$ cat config.mk
export PLATFORM = sky130hd
export DESIGN_NAME = ext_bus_seq
export DESIGN_NICKNAME = d
export VERILOG_FILES = /design/src/hw/ext_bus_pkg.sv /design/src/hw/idle_decide.sv /design/src/hw/rom_burst_track.sv /design/src/hw/ext_bus_seq.sv
export SDC_FILE = /design/constraint.sdc
export NUM_CORES = 1
export LEC_CHECK = 0
export BUFFER_PORTS_ARGS = -buffer_cell sky130_fd_sc_hd__clkbuf_2
export CAP_MARGIN = 40
export CORE_ASPECT_RATIO = 0.7
export CORE_MARGIN = 10
export CORE_UTILIZATION = 36
export DETAILED_ROUTE_END_ITERATION = 7
export GPL_TIMING_DRIVEN = 0
export PLACE_DENSITY = 0.61
export SLEW_MARGIN = 10
export SYNTH_ARGS = -nofsm -noshare
export SYNTH_HDL_FRONTEND = slang
export SYNTH_HIERARCHICAL = 1
export SYNTH_SLANG_ARGS = --single-unit
$ cat constraint.sdc
create_clock -name clk_in -period 6.7 [get_ports clk_in]
set_clock_uncertainty 0.2 [all_clocks]
set_input_delay 1.34 -clock clk_in [delete_from_list [all_inputs] [get_ports clk_in]]
set_output_delay 1.34 -clock clk_in [all_outputs]
set_load 0.005 [all_outputs]
$ cat src/hw/ext_bus_pkg.sv
// ext_bus_pkg: constants, carrier types and shared decoding for the
// external bus cycle sequencer. Assumes one system clock, synchronous
// inputs and a word address on the request.
// Summary of operation
// - select one: dram burst by address, late acknowledge
// - select zero: dma single dram accesses stay full
// - other dram accesses may still burst
// - areas 0 and 1 each selectable as burst rom
// - burst length 4, 8, 16 or 32 words
// - burst cycle lasts 1 to 8 states
// - only cpu reads burst in rom space
// - initial cycle uses basic timing, ignores extensions
// - waits only in initial cycle, never bursts
// - write ends burst, done as basic cycle
// - idle lasts one or two states
// - idle before read to a different area
// - idle before write following a read
// - idle before read following a write
// - idle insertion enabled out of reset
// - dram full read, other area: precharge only
// - ras down bursts still take idle cycles
// - dram idle enable clear: no idle after dram read
// - ras down needs both bits; row stays low
package ext_bus_pkg;

  localparam int AREA_W = 3;
  localparam int ADDR_W = 24;
  localparam int CNT_W  = 5;

  localparam logic [AREA_W-1:0] ROM_AREA0 = 3'h0;
  localparam logic [AREA_W-1:0] ROM_AREA1 = 3'h1;

  localparam int BLEN_MIN_WORDS  = 4; // length code 0
  localparam int DRAM_ROW_STATES = 2; // row phase before first column
  localparam int DRAM_COL_STATES = 2; // one column cycle of a dram burst

  localparam logic [1:0] IDLE_SHORT = 2'h1;
  localparam logic [1:0] IDLE_LONG  = 2'h2;

  typedef struct packed {
    logic       idle_length_sel;
    logic       write_after_read_idle_en;
    logic       diff_area_read_idle_en;
    logic       read_after_write_idle_en;
    logic       dram_idle_en;
    logic       ras_down_sel;
    logic       dram_burst_en;
    logic       dma_ack_timing_sel;
    logic       area0_burst_rom_sel;
    logic       area1_burst_rom_sel;
    logic [1:0] area0_burst_len;
    logic [1:0] area1_burst_len;
    logic [2:0] area0_burst_cycle;
    logic [2:0] area1_burst_cycle;
  } cfg_t;

  // all three idle enables set, everything else clear
  localparam cfg_t CFG_RESET = 20'h70000;

  typedef struct packed {
    logic [AREA_W-1:0] area;
    logic [ADDR_W-1:0] addr;
    logic              is_write;
    logic              is_cpu;
    logic              dma_single;
    logic              is_dram;
    logic              row_hit;
  } req_t;

  typedef struct packed {
    logic              valid;
    logic [AREA_W-1:0] area;
    logic              was_write;
    logic              was_dram;
  } hist_t;

  function automatic logic rom_area(cfg_t c, logic [AREA_W-1:0] a);
    return (a == ROM_AREA0 && c.area0_burst_rom_sel) ||
           (a == ROM_AREA1 && c.area1_burst_rom_sel);
  endfunction : rom_area

  function automatic logic [1:0] rom_len(cfg_t c, logic [AREA_W-1:0] a);
    return (a == ROM_AREA1) ? c.area1_burst_len : c.area0_burst_len;
  endfunction : rom_len

  function automatic logic [2:0] rom_cycle(cfg_t c, logic [AREA_W-1:0] a);
    return (a == ROM_AREA1) ? c.area1_burst_cycle : c.area0_burst_cycle;
  endfunction : rom_cycle

endpackage : ext_bus_pkg

$ cat src/hw/idle_decide.sv
// idle_decide: works out how many idle states go in front of the next
// external access, from the previous access and the configuration.
// Assumes the history record is that of the last finished access.
`timescale 1ns/1ps
`default_nettype none
module idle_decide
  import ext_bus_pkg::*;
(
  input  wire cfg_t   cfg_in,        // live configuration
  input  wire hist_t  hist_in,       // previous access
  input  wire req_t   req_in,        // next access
  input  wire logic   dram_burst_in, // next access is a dram burst
  output logic [1:0]  idle_n_out,    // idle states to insert
  output logic        pre_out        // precharge state only
);

  logic [1:0] n;
  logic       prev_rd;
  logic       diff;
  logic       war;
  logic       raw;

  // the three cases of idle insertion with their own enables
  always_comb begin
    n       = cfg_in.idle_length_sel ? IDLE_LONG : IDLE_SHORT;
    prev_rd = hist_in.valid & ~hist_in.was_write;
    diff    = prev_rd & ~req_in.is_write & (req_in.area != hist_in.area)
              & cfg_in.diff_area_read_idle_en;
    war     = prev_rd & req_in.is_write & cfg_in.write_after_read_idle_en;
    raw     = hist_in.valid & hist_in.was_write & ~req_in.is_write
              & cfg_in.read_after_write_idle_en;
    // read after write ignores the dram enable on purpose
    if (hist_in.was_dram && !cfg_in.dram_idle_en) begin
      diff = 1'b0;
      war  = 1'b0;
    end
    pre_out = 1'b0;
    // a full dram read already gets its precharge; ras down bursts do not
    if (diff && !hist_in.was_dram && req_in.is_dram && !dram_burst_in) begin
      diff    = 1'b0;
      pre_out = 1'b1;
    end
    idle_n_out = (diff | war | raw) ? n : 2'h0;
  end

endmodule : idle_decide
`default_nettype wire

$ cat src/hw/rom_burst_track.sv
// rom_burst_track: remembers where a burst rom read sequence stands and
// says whether the next read may continue it as a burst cycle.
// Assumes launch_in pulses once per access as it starts.
`timescale 1ns/1ps
`default_nettype none
module rom_burst_track
  import ext_bus_pkg::*;
(
  input  wire logic clk_in,    // system clock
  input  wire logic rst_n_in,  // synchronised reset
  input  wire logic launch_in, // an access starts now
  input  wire req_t req_in,    // that access
  input  wire cfg_t cfg_in,    // live configuration
  output logic      hit_out,   // continue as burst cycle
  output logic      valid_out  // a burst is open
);

  logic              valid_q, valid_d;
  logic [AREA_W-1:0] area_q, area_d;
  logic [ADDR_W-1:0] next_q, next_d;
  logic [ADDR_W-1:0] mask;
  logic              rom;
  logic              cpu_rd;

  // next value of the open burst, and the hit decision
  always_comb begin
    rom     = rom_area(cfg_in, req_in.area);
    cpu_rd  = req_in.is_cpu & ~req_in.is_write;
    mask    = ADDR_W'((BLEN_MIN_WORDS << rom_len(cfg_in, req_in.area)) - 1);
    hit_out = valid_q & rom & cpu_rd & (req_in.area == area_q)
              & (req_in.addr == next_q);
    valid_d = valid_q;
    area_d  = area_q;
    next_d  = next_q;
    if (launch_in && rom) begin
      if (cpu_rd) begin
        // stepping past the aligned block closes it: next one starts full
        next_d  = req_in.addr + ADDR_W'(1);
        valid_d = (next_d & mask) != '0;
        area_d  = req_in.area;
      end else begin
        valid_d = 1'b0;
      end
    end
    valid_out = valid_q;
  end

  // state registers
  always_ff @(posedge clk_in or negedge rst_n_in) begin
    if (!rst_n_in) begin
      valid_q <= 1'b0;
      area_q  <= '0;
      next_q  <= '0;
    end else begin
      valid_q <= valid_d;
      area_q  <= area_d;
      next_q  <= next_d;
    end
  end

endmodule : rom_burst_track
`default_nettype wire

$ cat src/hw/ext_bus_seq.sv
// ext_bus_seq: sequences one external access at a time through idle,
// precharge, initial (full) and burst states, and drives the dma
// acknowledge and the row strobe hold. Assumes requests and the wait
// pin are synchronous to clk_in; cfg_in is taken on cfg_load_in.
`timescale 1ns/1ps
`default_nettype none
module ext_bus_seq
  import ext_bus_pkg::*;
(
  input  wire logic       clk_in,                // 100 MHz system clock
  input  wire logic       rst_n_in,              // async reset, active low
  input  wire cfg_t       cfg_in,                // new configuration
  input  wire logic       cfg_load_in,           // take cfg_in
  input  wire logic       req_valid_in,          // access request
  input  wire req_t       req_in,                // access description
  input  wire logic [3:0] full_states_in,        // basic cycle states, 1..15
  input  wire logic [2:0] prog_wait_in,          // program wait states
  input  wire logic       wait_n_in,             // wait pin, low holds
  input  wire logic       read_strobe_timing_in, // late read strobe setting
  input  wire logic       cs_extension_in,       // chip select extension
  output logic            req_ready_out,         // request taken when high
  output logic            idle_state_out,        // idle state
  output logic            precharge_out,         // precharge state
  output logic            full_access_out,       // initial full access
  output logic            burst_cycle_out,       // burst cycle
  output logic            done_out,              // access ended, pulse
  output logic            dma_acknowledge_n_out, // dma acknowledge, low
  output logic            ras_held_low_out,      // row strobe kept low
  output logic            read_strobe_late_out,  // late strobe applied
  output logic            cs_extend_out          // cs extension applied
);

  typedef enum logic [4:0] {
    ST_READY = 5'h01,
    ST_IDLE  = 5'h02,
    ST_PRE   = 5'h04,
    ST_FULL  = 5'h08,
    ST_BURST = 5'h10
  } state_t;

  // reset release through two flops; assertion is still immediate
  logic [1:0] rst_sync_q;
  logic       rst_n;

  always_ff @(posedge clk_in or negedge rst_n_in) begin
    if (!rst_n_in) begin
      rst_sync_q <= 2'h0;
    end else begin
      rst_sync_q <= {rst_sync_q[0], 1'b1};
    end
  end

  assign rst_n = rst_sync_q[1];

  state_t             state_q, state_d;
  logic [CNT_W-1:0]   cnt_q, cnt_d;
  logic [CNT_W-1:0]   el_q, el_d;
  req_t               cur_q, cur_d;
  cfg_t               cfg_q, cfg_d;
  hist_t              hist_q, hist_d;
  logic               loaded_q, loaded_d;
  logic               row_open_q, row_open_d;
  logic               out_idle_d, out_pre_d, out_full_d, out_burst_d;
  logic               done_d, ack_n_d, ras_d, rs_late_d, cs_ext_d;
  req_t               lreq;
  logic               launch;
  logic               dburst;
  logic               ras_mode;
  logic               dma_on;
  logic               ack_late;
  logic [1:0]         idle_n;
  logic               pre;
  logic               trk_hit;
  logic               trk_valid;

  idle_decide u_idle (
    .cfg_in        (cfg_q),
    .hist_in       (hist_q),
    .req_in        (req_in),
    .dram_burst_in (dburst),
    .idle_n_out    (idle_n),
    .pre_out       (pre)
  );

  rom_burst_track u_trk (
    .clk_in    (clk_in),
    .rst_n_in  (rst_n),
    .launch_in (launch),
    .req_in    (lreq),
    .cfg_in    (cfg_q),
    .hit_out   (trk_hit),
    .valid_out (trk_valid)
  );

  // sequencing: choose the phase, count its states, record history
  always_comb begin
    lreq     = (state_q == ST_READY) ? req_in : cur_q;
    ras_mode = cfg_q.ras_down_sel & cfg_q.dram_burst_en;
    // dram burst: select one ignores the master, zero keeps dma full
    dburst   = cfg_q.dram_burst_en & lreq.is_dram & lreq.row_hit
               & (~lreq.dma_single | cfg_q.dma_ack_timing_sel);
    cfg_d    = cfg_load_in ? cfg_in : cfg_q;
    loaded_d = loaded_q | cfg_load_in;
    state_d  = state_q;
    cnt_d    = cnt_q;
    el_d     = el_q;
    cur_d    = cur_q;
    hist_d   = hist_q;
    done_d   = 1'b0;
    launch   = 1'b0;
    row_open_d = row_open_q & ras_mode;
    unique case (state_q)
      ST_READY: begin
        if (req_valid_in) begin
          cur_d = req_in;
          if (idle_n != 2'h0) begin
            state_d = ST_IDLE;
            cnt_d   = CNT_W'(idle_n - 2'h1);
          end else if (pre) begin
            state_d = ST_PRE;
          end else begin
            launch = 1'b1;
          end
        end
      end
      ST_IDLE: begin
        if (cnt_q == '0) begin
          launch = 1'b1;
        end else begin
          cnt_d = cnt_q - CNT_W'(1);
        end
      end
      ST_PRE: begin
        launch = 1'b1;
      end
      ST_FULL: begin
        el_d = el_q + CNT_W'(1);
        if (cnt_q != '0) begin
          cnt_d = cnt_q - CNT_W'(1);
        end else if (wait_n_in) begin
          state_d = ST_READY;
          done_d  = 1'b1;
        end
      end
      ST_BURST: begin
        el_d = el_q + CNT_W'(1);
        if (cnt_q != '0) begin
          cnt_d = cnt_q - CNT_W'(1);
        end else begin
          state_d = ST_READY;
          done_d  = 1'b1;
        end
      end
    endcase
    if (launch) begin
      el_d = '0;
      if (trk_hit) begin
        state_d = ST_BURST;
        cnt_d   = CNT_W'(rom_cycle(cfg_q, lreq.area));
      end else if (dburst) begin
        state_d = ST_BURST;
        cnt_d   = CNT_W'(DRAM_COL_STATES - 1);
      end else begin
        // initial access: basic state count plus program waits
        state_d = ST_FULL;
        cnt_d   = CNT_W'(full_states_in) + CNT_W'(prog_wait_in)
                  - CNT_W'(1);
      end
    end
    if (done_d) begin
      hist_d = '{valid: 1'b1, area: cur_q.area, was_write: cur_q.is_write,
                 was_dram: cur_q.is_dram};
      row_open_d = ras_mode & (cur_q.is_dram | row_open_q);
    end
  end

  // output values, all computed for the state being entered
  always_comb begin
    out_idle_d  = state_d == ST_IDLE;
    out_pre_d   = state_d == ST_PRE;
    out_full_d  = state_d == ST_FULL;
    out_burst_d = state_d == ST_BURST;
    dma_on      = cur_d.dma_single & (out_full_d | out_burst_d);
    // select one holds the acknowledge off through the row phase
    ack_late    = cur_d.is_dram & cfg_q.dma_ack_timing_sel & out_full_d
                  & (el_d < CNT_W'(DRAM_ROW_STATES));
    ack_n_d     = ~(dma_on & ~ack_late);
    ras_d       = ras_mode & row_open_d;
    // burst rom areas run the basic timing only
    rs_late_d   = read_strobe_timing_in & out_full_d
                  & ~rom_area(cfg_q, cur_d.area);
    cs_ext_d    = cs_extension_in & out_full_d
                  & ~rom_area(cfg_q, cur_d.area);
  end

  // state and output registers
  always_ff @(posedge clk_in or negedge rst_n) begin
    if (!rst_n) begin
      state_q               <= ST_READY;
      cnt_q                 <= '0;
      el_q                  <= '0;
      cur_q                 <= '0;
      cfg_q                 <= CFG_RESET;
      hist_q                <= '0;
      loaded_q              <= 1'b0;
      row_open_q            <= 1'b0;
      req_ready_out         <= 1'b1;
      idle_state_out        <= 1'b0;
      precharge_out         <= 1'b0;
      full_access_out       <= 1'b0;
      burst_cycle_out       <= 1'b0;
      done_out              <= 1'b0;
      dma_acknowledge_n_out <= 1'b1;
      ras_held_low_out      <= 1'b0;
      read_strobe_late_out  <= 1'b0;
      cs_extend_out         <= 1'b0;
    end else begin
      state_q               <= state_d;
      cnt_q                 <= cnt_d;
      el_q                  <= el_d;
      cur_q                 <= cur_d;
      cfg_q                 <= cfg_d;
      hist_q                <= hist_d;
      loaded_q              <= loaded_d;
      row_open_q            <= row_open_d;
      req_ready_out         <= state_d == ST_READY;
      idle_state_out        <= out_idle_d;
      precharge_out         <= out_pre_d;
      full_access_out       <= out_full_d;
      burst_cycle_out       <= out_burst_d;
      done_out              <= done_d;
      dma_acknowledge_n_out <= ack_n_d;
      ras_held_low_out      <= ras_d;
      read_strobe_late_out  <= rs_late_d;
      cs_extend_out         <= cs_ext_d;
    end
  end
endmodule : ext_bus_seq
`default_nettype wire

==> results of run 1 <==
==> placed cells by master, fill, tap and decap left out, types with 3 or more instances in the layout <==
master,n
nand4_1,15
mux2_2,89
a21o_1,5
xor2_1,33
ha_1,13
nor4_1,5
nor3_2,4
nor2b_1,4
clkinvlp_4,3
dfrtp_1,106
nand2b_1,5
buf_1,4
or3b_2,3
inv_1,26
o211ai_1,4
buf_2,15
o211a_1,3
a31oi_1,6
a21oi_1,12
o21ai_0,30
clkbuf_16,17
dfstp_2,6
nor2_1,26
nor3b_1,6
nand2_1,37
o21ai_1,6
and4_1,4
mux2i_1,4
and3_1,3
clkbuf_2,75
xnor2_1,28
a211oi_1,4
nor3_1,8
clkbuf_1,12
and2_1,6
nand3_1,22
clkinv_2,6
==> per-layer routing <==
metal	GRT usage, %	share of wire (%)	vias up
li1	-	-	2414
met1	21.75	53	2424
met2	18.82	39	137
met3	4.304	6.2	17
met4	4.957	1.4	0
met5	0	0	-
==> through the flow <==
step	area [um2]	instances	utilization [%]	hold slack [ps]
CTS	7840	957	43.67	156.2
detailed placement	7267	925	40.47	144.4
finish	7843	958	43.68	152.7
global placement	7236	924	40.30	132.9
global route	7840	957	43.67	169.7
floorplan	6565	613	-	131.2
==> area by class of cell <==
cell class | count | area share (%)
Clock buffer | 21 | 5.871
Antenna cell | 1 | 0.03191
Sequential cell | 113 | 36.20
Clock inverter | 11 | 1.436
Inverter | 27 | 1.292
Multi-Input combinational cell | 444 | 44.64
Timing Repair Buffer | 76 | 5.137
Buffer | 29 | 1.627
Tap cell | 236 | 3.765
==> final timing paths <==
check,slack (ps),endpoint,start,cells after the start
worst min-delay path,150,rst_sync_q[1],rst_sync_q[0],0
min in group asynchronous,180,u_trk/next_q[5],rst_sync_q[1],0
worst max-delay path,1530,u_trk/next_q[6],state_q[0],17
max in group asynchronous,5350,state_q[0],rst_sync_q[1],1
worst min register to register,150,rst_sync_q[1],rst_sync_q[0],0
worst max register to register,1530,u_trk/next_q[6],state_q[0],17
==> flip-flops by register name (all words and copies together), names as in the netlist <==
name                   count
u_trk/next_q              24
read_strobe_late_out       1
u_trk/valid_out            1
cur_q                     32
u_trk/area_q               3
el_q                       5
ras_held_low_out           1
precharge_out              1
burst_cycle_out            1
hist_q                     6
full_access_out            1
dma_acknowledge_n_out      1
state_q                    5
cfg_q                     20
req_ready_out              1
rst_sync_q                 2
cs_extend_out              1
cnt_q                      5
idle_state_out             1
done_out                   1
==> worst max-delay path, cell delays in order, from the launching register on <==
cell	delay (ps)
dfstp_2	590
nor3b_2	510
nand2_2	230
buf_1	380
o21ai_0	240
or3b_1	150
nand3_1	90
a21oi_1	230
inv_1	100
ha_1	240
nand2b_1	120
nor3_1	80
a21oi_2	370
inv_2	210
buf_2	260
nand4b_1	360
clkbuf_1	470
o21ai_0	180
==> where the power goes <==
group | total, uW | internal, uW | switching, uW
Sequential | 1060 | 905 | 153
Clock | 881 | 561 | 320
Combinational | 1430 | 644 | 789
==> impl_metrics.toml, run 1 <==
[synth]
ys.warnings.count = 6
postSynthCellCount = 613
syn_nets = 693
syn_area_um2 = 6565
syn_avg_cell_area_um2 = 10.71

[global_routing]
grt_max_degree = 63
gr-total-overflow = 0
antenna_found_initial = 1
grt_pass1_wl_um = 27910
grt_pass1_vias = 4950
track_usage_pct = 14.49

[power]
vdd_drop_max_v = 0.0001784
power.density_nw_per_um2 = 429.9
p_leak_uw = 0.003475
power_uw = 3371

[die]
die_w_um = 181.4
core_area_um2 = 17950
rows = 41
dieArea_um2 = 24120
die_h_um = 133.0
start_util_pct = 36.56
num_io_pins = 76

[worst_setup_path]
cp_data_required_time_ps = 6780
cp.arrival_ps = 5250
critical_path_class = "register to register"
end_kind = "register"
start_kind = "register"
cp_max_fo = 11

[clock_network]
clkTransAtPathRegs_ps = 50
ctsResizeCount = 0
clockRootBuffer = "clkbuf_16"
postCtsHoldBufs = 0
max-clock-path-buffers = 2
post_cts_buffers = 0
cts_buffers = 17
clkLatencyLatePin_ps = 430
cts_tree = "done"
clkSinkCount = 113
cts_max_level = 4

[route]
vias = 4992
wl_per_cell_um = 17.72
drt_iter0_drc = 352
ant_nets = 0
drt_wl_total_um = 16970
viasPerCell = 5.211
drc = 0
drt_pass1_iterations = 5

[place]
portBuffers = 75
routabilityCongestion = 0.9054
place_hpwl_um = 12750
place_ws_ps = 1538

[status]
status = "finished, final reports clean"

[sta]
max_freq_ghz = 0.1933
fin_crit_sh_pct = 77.20
rsz0062_at_grt = "no"
worst_pin_slew_ps = 794.4
setup_violations = 0
min_period_ps = 5172
layout_setup_ws_ps = 1528
finalHoldViolCount = 0
final.setup.tns_ps = 0
slew_viol_final = 0
relSlewSlack_pct = 46.92

[cells_and_area]
regArea_um2 = 2839
drive_above_1_share_pct = 33.84
multi_input_area_um2 = 3501
syn_to_final_growth_pct = 19.46
final_net_count = 788
n_fill_cell = 1726

[hold_path]
hp-class = "register to register"

[job]
maxCapViolCount = 0
(Power assumes the default switching activity.)
==> inputs of run 2 (changes only) <==
Clock period 6.7 ns to 4.8 ns, I/O delays scaled along.
==> run 2 against run 1 <==
Sequential power up 40%. First-iteration DRC count down 13%. Setup slack got worse by 1200 ps. Cell area is 0.86% higher. Largest cell class unchanged.
==> impl_metrics.toml, run 2 (synthesis gave the netlist of run 1 again) <==
[status]
status = "finished, final reports clean"

[worst_setup_path]
r2r_slack_ps = 320
start_kind = "register"
cp_data_required_time_ps = 4930
cp.arrival_ps = 4610
cp_max_fo = 15
end_kind = "register"
critical_path_class = "register to register"

[sta]
setup_violations = 0
fin_crit_sh_pct = 93.32
relSlewSlack_pct = 44.55
rsz0062_at_grt = "no"
finalHoldViolCount = 0
slew_viol_final = 0
max_freq_ghz = 0.2233
hold_ws_ps = 111.9
min_period_ps = 4479
layout_setup_ws_ps = 320.8
worst_pin_slew_ps = 829.9

[global_routing]
track_usage_pct = 14.45
antenna_found_initial = 1
grt_pass1_wl_um = 27860
grt_pass1_vias = 4943
grt_max_degree = 63
gr-total-overflow = 0

[cells_and_area]
syn_to_final_growth_pct = 20.49
n_fill_cell = 1717
drive_above_1_share_pct = 34.80
mostFrequentLayoutCell = "dfrtp_1"
top_regs = "cur_q (32), u_trk/next_q (24), cfg_q (20)"
layout_common_cells = "106 x dfrtp_1, 89 x mux2_2, 76 x clkbuf_2"
regMostFlops = "cur_q"
stdcell_count = 964
largest_reg_flops = 32
final_net_count = 794

[clock_network]
max-clock-path-buffers = 2
clkLatencyLatePin_ps = 430
cts_buffers = 17
postCtsHoldBufs = 0
cts_max_level = 4
clkTransAtPathRegs_ps = 50
cts_tree = "done"
clockRootBuffer = "clkbuf_16"
clkSinkCount = 113

[route]
wl_per_cell_um = 17.65
drt_pass1_iterations = 5
drc = 0
vias = 4987
ant_nets = 0
viasPerCell = 5.173
drt_wl_total_um = 17020
drt_iter0_drc = 305

[die]
rows = 41
core_area_um2 = 17950
dieArea_um2 = 24120
die_h_um = 133.0
num_io_pins = 76
die_w_um = 181.4
start_util_pct = 36.56

[hold_path]
hp-class = "input port to async pin"

[power]
p_leak_uw = 0.003518
power.density_nw_per_um2 = 598.6
vdd_drop_max_v = 0.0002490

[place]
place_ws_ps = -317.5
dpl.cell_count = 925
place_hpwl_um = 12750
routabilityCongestion = 0.9054
portBuffers = 75

[job]
maxCapViolCount = 0
==> run 2: cell types whose count changed in the layout (fill, tap and decap cells not counted), sizes merged <==
cell / delta
buf: +6
==> run 2: layout make-up <==
type                            count  area (um2)  area share [%]
Clock buffer                       21       460.4           5.821
Inverter                           27       101.3           1.281
Buffer                             28       125.1           1.582
Sequential cell                   113        2839           35.89
Tap cell                          236       295.3           3.733
Antenna cell                        1       2.502         0.03164
Multi-Input combinational cell    444        3518           44.48
Clock inverter                     11       112.6           1.424
Timing Repair Buffer               83       455.4           5.758
==> run 2: per-stage QoR <==
step                      util, %  total power, uW  area [um2]  setup TNS [ps]
after global placement      40.30             3435        7236          -30570
after CTS                   43.69             4727        7844               0
after floorplan                 -             2967        6565               0
after detailed placement    40.47             3460        7267           -6741
after global routing        44.04             5058        7908               0
final                       44.06             4735        7910               0
==> run 2: final timing paths <==
kind / from / endpoint / cells past startpoint
max in group asynchronous: rst_sync_q[1] / state_q[0] / 1
hold / removal: rst_n_in / rst_sync_q[1] / 1
setup reg to reg: state_q[4] / dma_acknowledge_n_out / 14
setup / recovery: state_q[4] / dma_acknowledge_n_out / 14
hold reg to reg: rst_sync_q[0] / rst_sync_q[1] / 0
min in group clk_in: rst_sync_q[0] / rst_sync_q[1] / 0
==> run 2: layer usage <==
layer	share of wire (%)	global-route usage, %	up-vias	routed length, um
li1	-	-	2422	-
met1	54	21.75	2428	9185
met2	39	18.82	120	6642
met3	5.6	4.168	17	951
met4	1.4	4.912	0	236
met5	0	0	-	0
==> run 2: power breakdown <==
part | switching (uW) | leakage, uW | internal (uW)
clock | 448 | 0.000278 | 783
sequential | 215 | 0.00142 | 1260
combinational | 1110 | 0.00182 | 911
==> run 2: repair_timing <==
action                                  4_1_cts  5_1_grt
cloned                                        0        0
endpoints found under the hold margin         0        0
endpoints found under the setup margin       28       32
resized for setup                             2        3
pin swaps                                     0        1
setup buffers                                 0        7
==> run 2: worst max-delay path, cell delays in order, from the launching register on <==
cell and delay (ps):
dfrtp_1 330, buf_2 230, nor2_1 160, nand2_4 230, buf_1 490, mux2_2 430, buf_2 190, xor2_1 170
nor4_1 390, nand4_1 180, nor4_1 430, inv_1 180, o211a_1 240, a211oi_1 350, o311ai_1 170
==> inputs of run 3 (changes only) <==
Settings changed: RECOVER_POWER set to 50.
==> run 3 against run 2 <==
Final cell count stayed put. Clock power about the same. Largest power group unchanged. First-iteration DRC count down 5.2%. The flow now finishes with violations (max-capacitance violations, max-slew violations). Largest cell class unchanged. Combinational power about the same.
==> impl_metrics.toml, run 3 (synthesis gave the netlist of run 1 again) <==
[cells_and_area]
top_regs = "cur_q (32), u_trk/next_q (24), cfg_q (20)"
largest_reg_flops = 32
syn_to_final_growth_pct = 20.05
mostFrequentLayoutCell = "dfrtp_1"
final_net_count = 794
post-route-util_pct = 43.90
drive_above_1_share_pct = 34.39
stdcell_count = 964
layout_common_cells = "107 x dfrtp_1, 89 x mux2_2, 75 x clkbuf_2"
n_fill_cell = 1724
regMostFlops = "cur_q"

[clock_network]
clockRootBuffer = "clkbuf_16"
clkSinkCount = 113
max-clock-path-buffers = 2
cts_tree = "done"
cts_buffers = 17
clkTransAtPathRegs_ps = 50
postCtsHoldBufs = 0
clkLatencyLatePin_ps = 430
cts_max_level = 4

[worst_setup_path]
cp_data_required_time_ps = 4930
crit_buf_inv = 4
r2r_cells = 14
worstPathCellList = "buf_2, nor2_1, nand2_4, buf_1, mux2_2, buf_2, xor2_1, nor4_1, nand4_1, nor4_1, inv_1, o211a_1, a211oi_1, o311ai_1"
rr_endpoint = "dma_acknowledge_n_out"
reg2reg_from = "state_q[4]"
start_kind = "register"
r2r_slack_ps = 290
cp_top_family = "simple AND/OR/NAND/NOR gates"
slowest_delay_ps = 490
critical_path_class = "register to register"
cp_max_fo = 15
end_kind = "register"
cp.arrival_ps = 4640
cp_slowest_cell = "buf_1"

[route]
drt_iter0_drc = 289
ant_nets = 0
vias = 5007
drt_pass1_iterations = 4
drc = 0
wl_per_cell_um = 17.66
viasPerCell = 5.194
drt_wl_total_um = 17020

[hold_path]
hp-class = "input port to async pin"

[die]
die_w_um = 181.4
dieArea_um2 = 24120
rows = 41
core_area_um2 = 17950
num_io_pins = 76
start_util_pct = 36.56
die_h_um = 133.0

[place]
dpl.cell_count = 925
routabilityCongestion = 0.9054
place_hpwl_um = 12750
portBuffers = 75
place_ws_ps = -317.5

[global_routing]
gr-total-overflow = 0
track_usage_pct = 14.45
grt_max_degree = 63
antenna_found_initial = 1
grt_pass1_wl_um = 27860
grt_pass1_vias = 4943

[sta]
finalHoldViolCount = 0
max_freq_ghz = 0.2217
fin_crit_sh_pct = 93.98
worst_pin_slew_ps = 2023
rsz0062_at_grt = "no"
setup_violations = 0
layout_setup_ws_ps = 288.7
relSlewSlack_pct = -34.88
slew_viol_final = 114
min_period_ps = 4511

[power]
p_leak_uw = 0.003504
vdd_drop_max_v = 0.0002485
power.density_nw_per_um2 = 600.2

[status]
failed_checks = "max-capacitance violations, max-slew violations"
status = "finished with violations"

[job]
maxCapViolCount = 2
==> run 3: changes by cell type in the layout (fill, tap and decap cells not counted), sizes merged <==
| cell | before | now |
|---|---|---|
| buf | 26 | 25 |
| clkbuf | 106 | 107 |
==> run 3: power breakdown <==
part	switching (uW)	leakage, uW	internal [uW]
combinational	1110	0.00180	909
sequential	215	0.00142	1260
clock	446	0.000278	783
total	1780	0.00350	2950
==> run 3: stage by stage <==
stage | total power [uW] | cell area (um2) | hold slack [ps] | setup TNS, ps
global route | 5055 | 7879 | 107.5 | 0
global placement | 3435 | 7236 | 132.9 | -30570
detailed placement | 3460 | 7267 | 144.4 | -6741
finish | 4730 | 7881 | 111.1 | 0
floorplan | 2967 | 6565 | 131.2 | 0
CTS | 4727 | 7844 | 95.37 | 0
==> run 3: layout make-up <==
type | instances | area, um2 | share of cell area, %
well taps | 236 | 295.3 | 3.747
plain buffers | 28 | 125.1 | 1.588
clock buffers | 21 | 460.4 | 5.842
repair buffers | 83 | 430.4 | 5.461
diodes | 1 | 2.502 | 0.03175
clock inverters | 11 | 112.6 | 1.429
flip-flops and latches | 113 | 2835 | 35.97
multi-input cells | 444 | 3518 | 44.64
inverters | 27 | 101.3 | 1.286
==> run 3: repair_timing <==
action                                 CTS  global route
setup endpoints to repair               28            32
endpoints found under the hold margin    0             0
resized for setup                        2             3
buffers inserted                         0             7
pin swaps                                0             1
==> run 3: routing by layer <==
metal  track usage (%)  wire length, um  share of wire [%]  up-vias
li1                  -                -                  -     2419
met1             21.75             9044                 53     2435
met2             18.82             6648                 39      136
met3             4.168             1091                6.4       17
met4             4.912              235                1.4        0
met5                 0                0                  0        -
==> run 3: worst register-to-register path: cells and delay by family, from the launching register on <==
family	cells	cell delay, ps
multiplexers	1	430
buffers and inverters	4	1100
AO/OA/AOI/OAI	3	770
flip-flops	1	330
XOR/XNOR	1	170
AND/OR/NAND/NOR	5	1420
==> run 3: worst max-delay path by stage <==
stage,from,to,cells after the start
3_5_place_dp,state_q[0],u_trk/next_q[1],17
3_3_place_gp,state_q[0],u_trk/next_q[9],17
4_1_cts,state_q[0],u_trk/next_q[1],16
5_1_grt,state_q[4],dma_acknowledge_n_out,14
2_1_floorplan,state_q[0],u_trk/next_q[1],17
6_report,state_q[4],dma_acknowledge_n_out,14
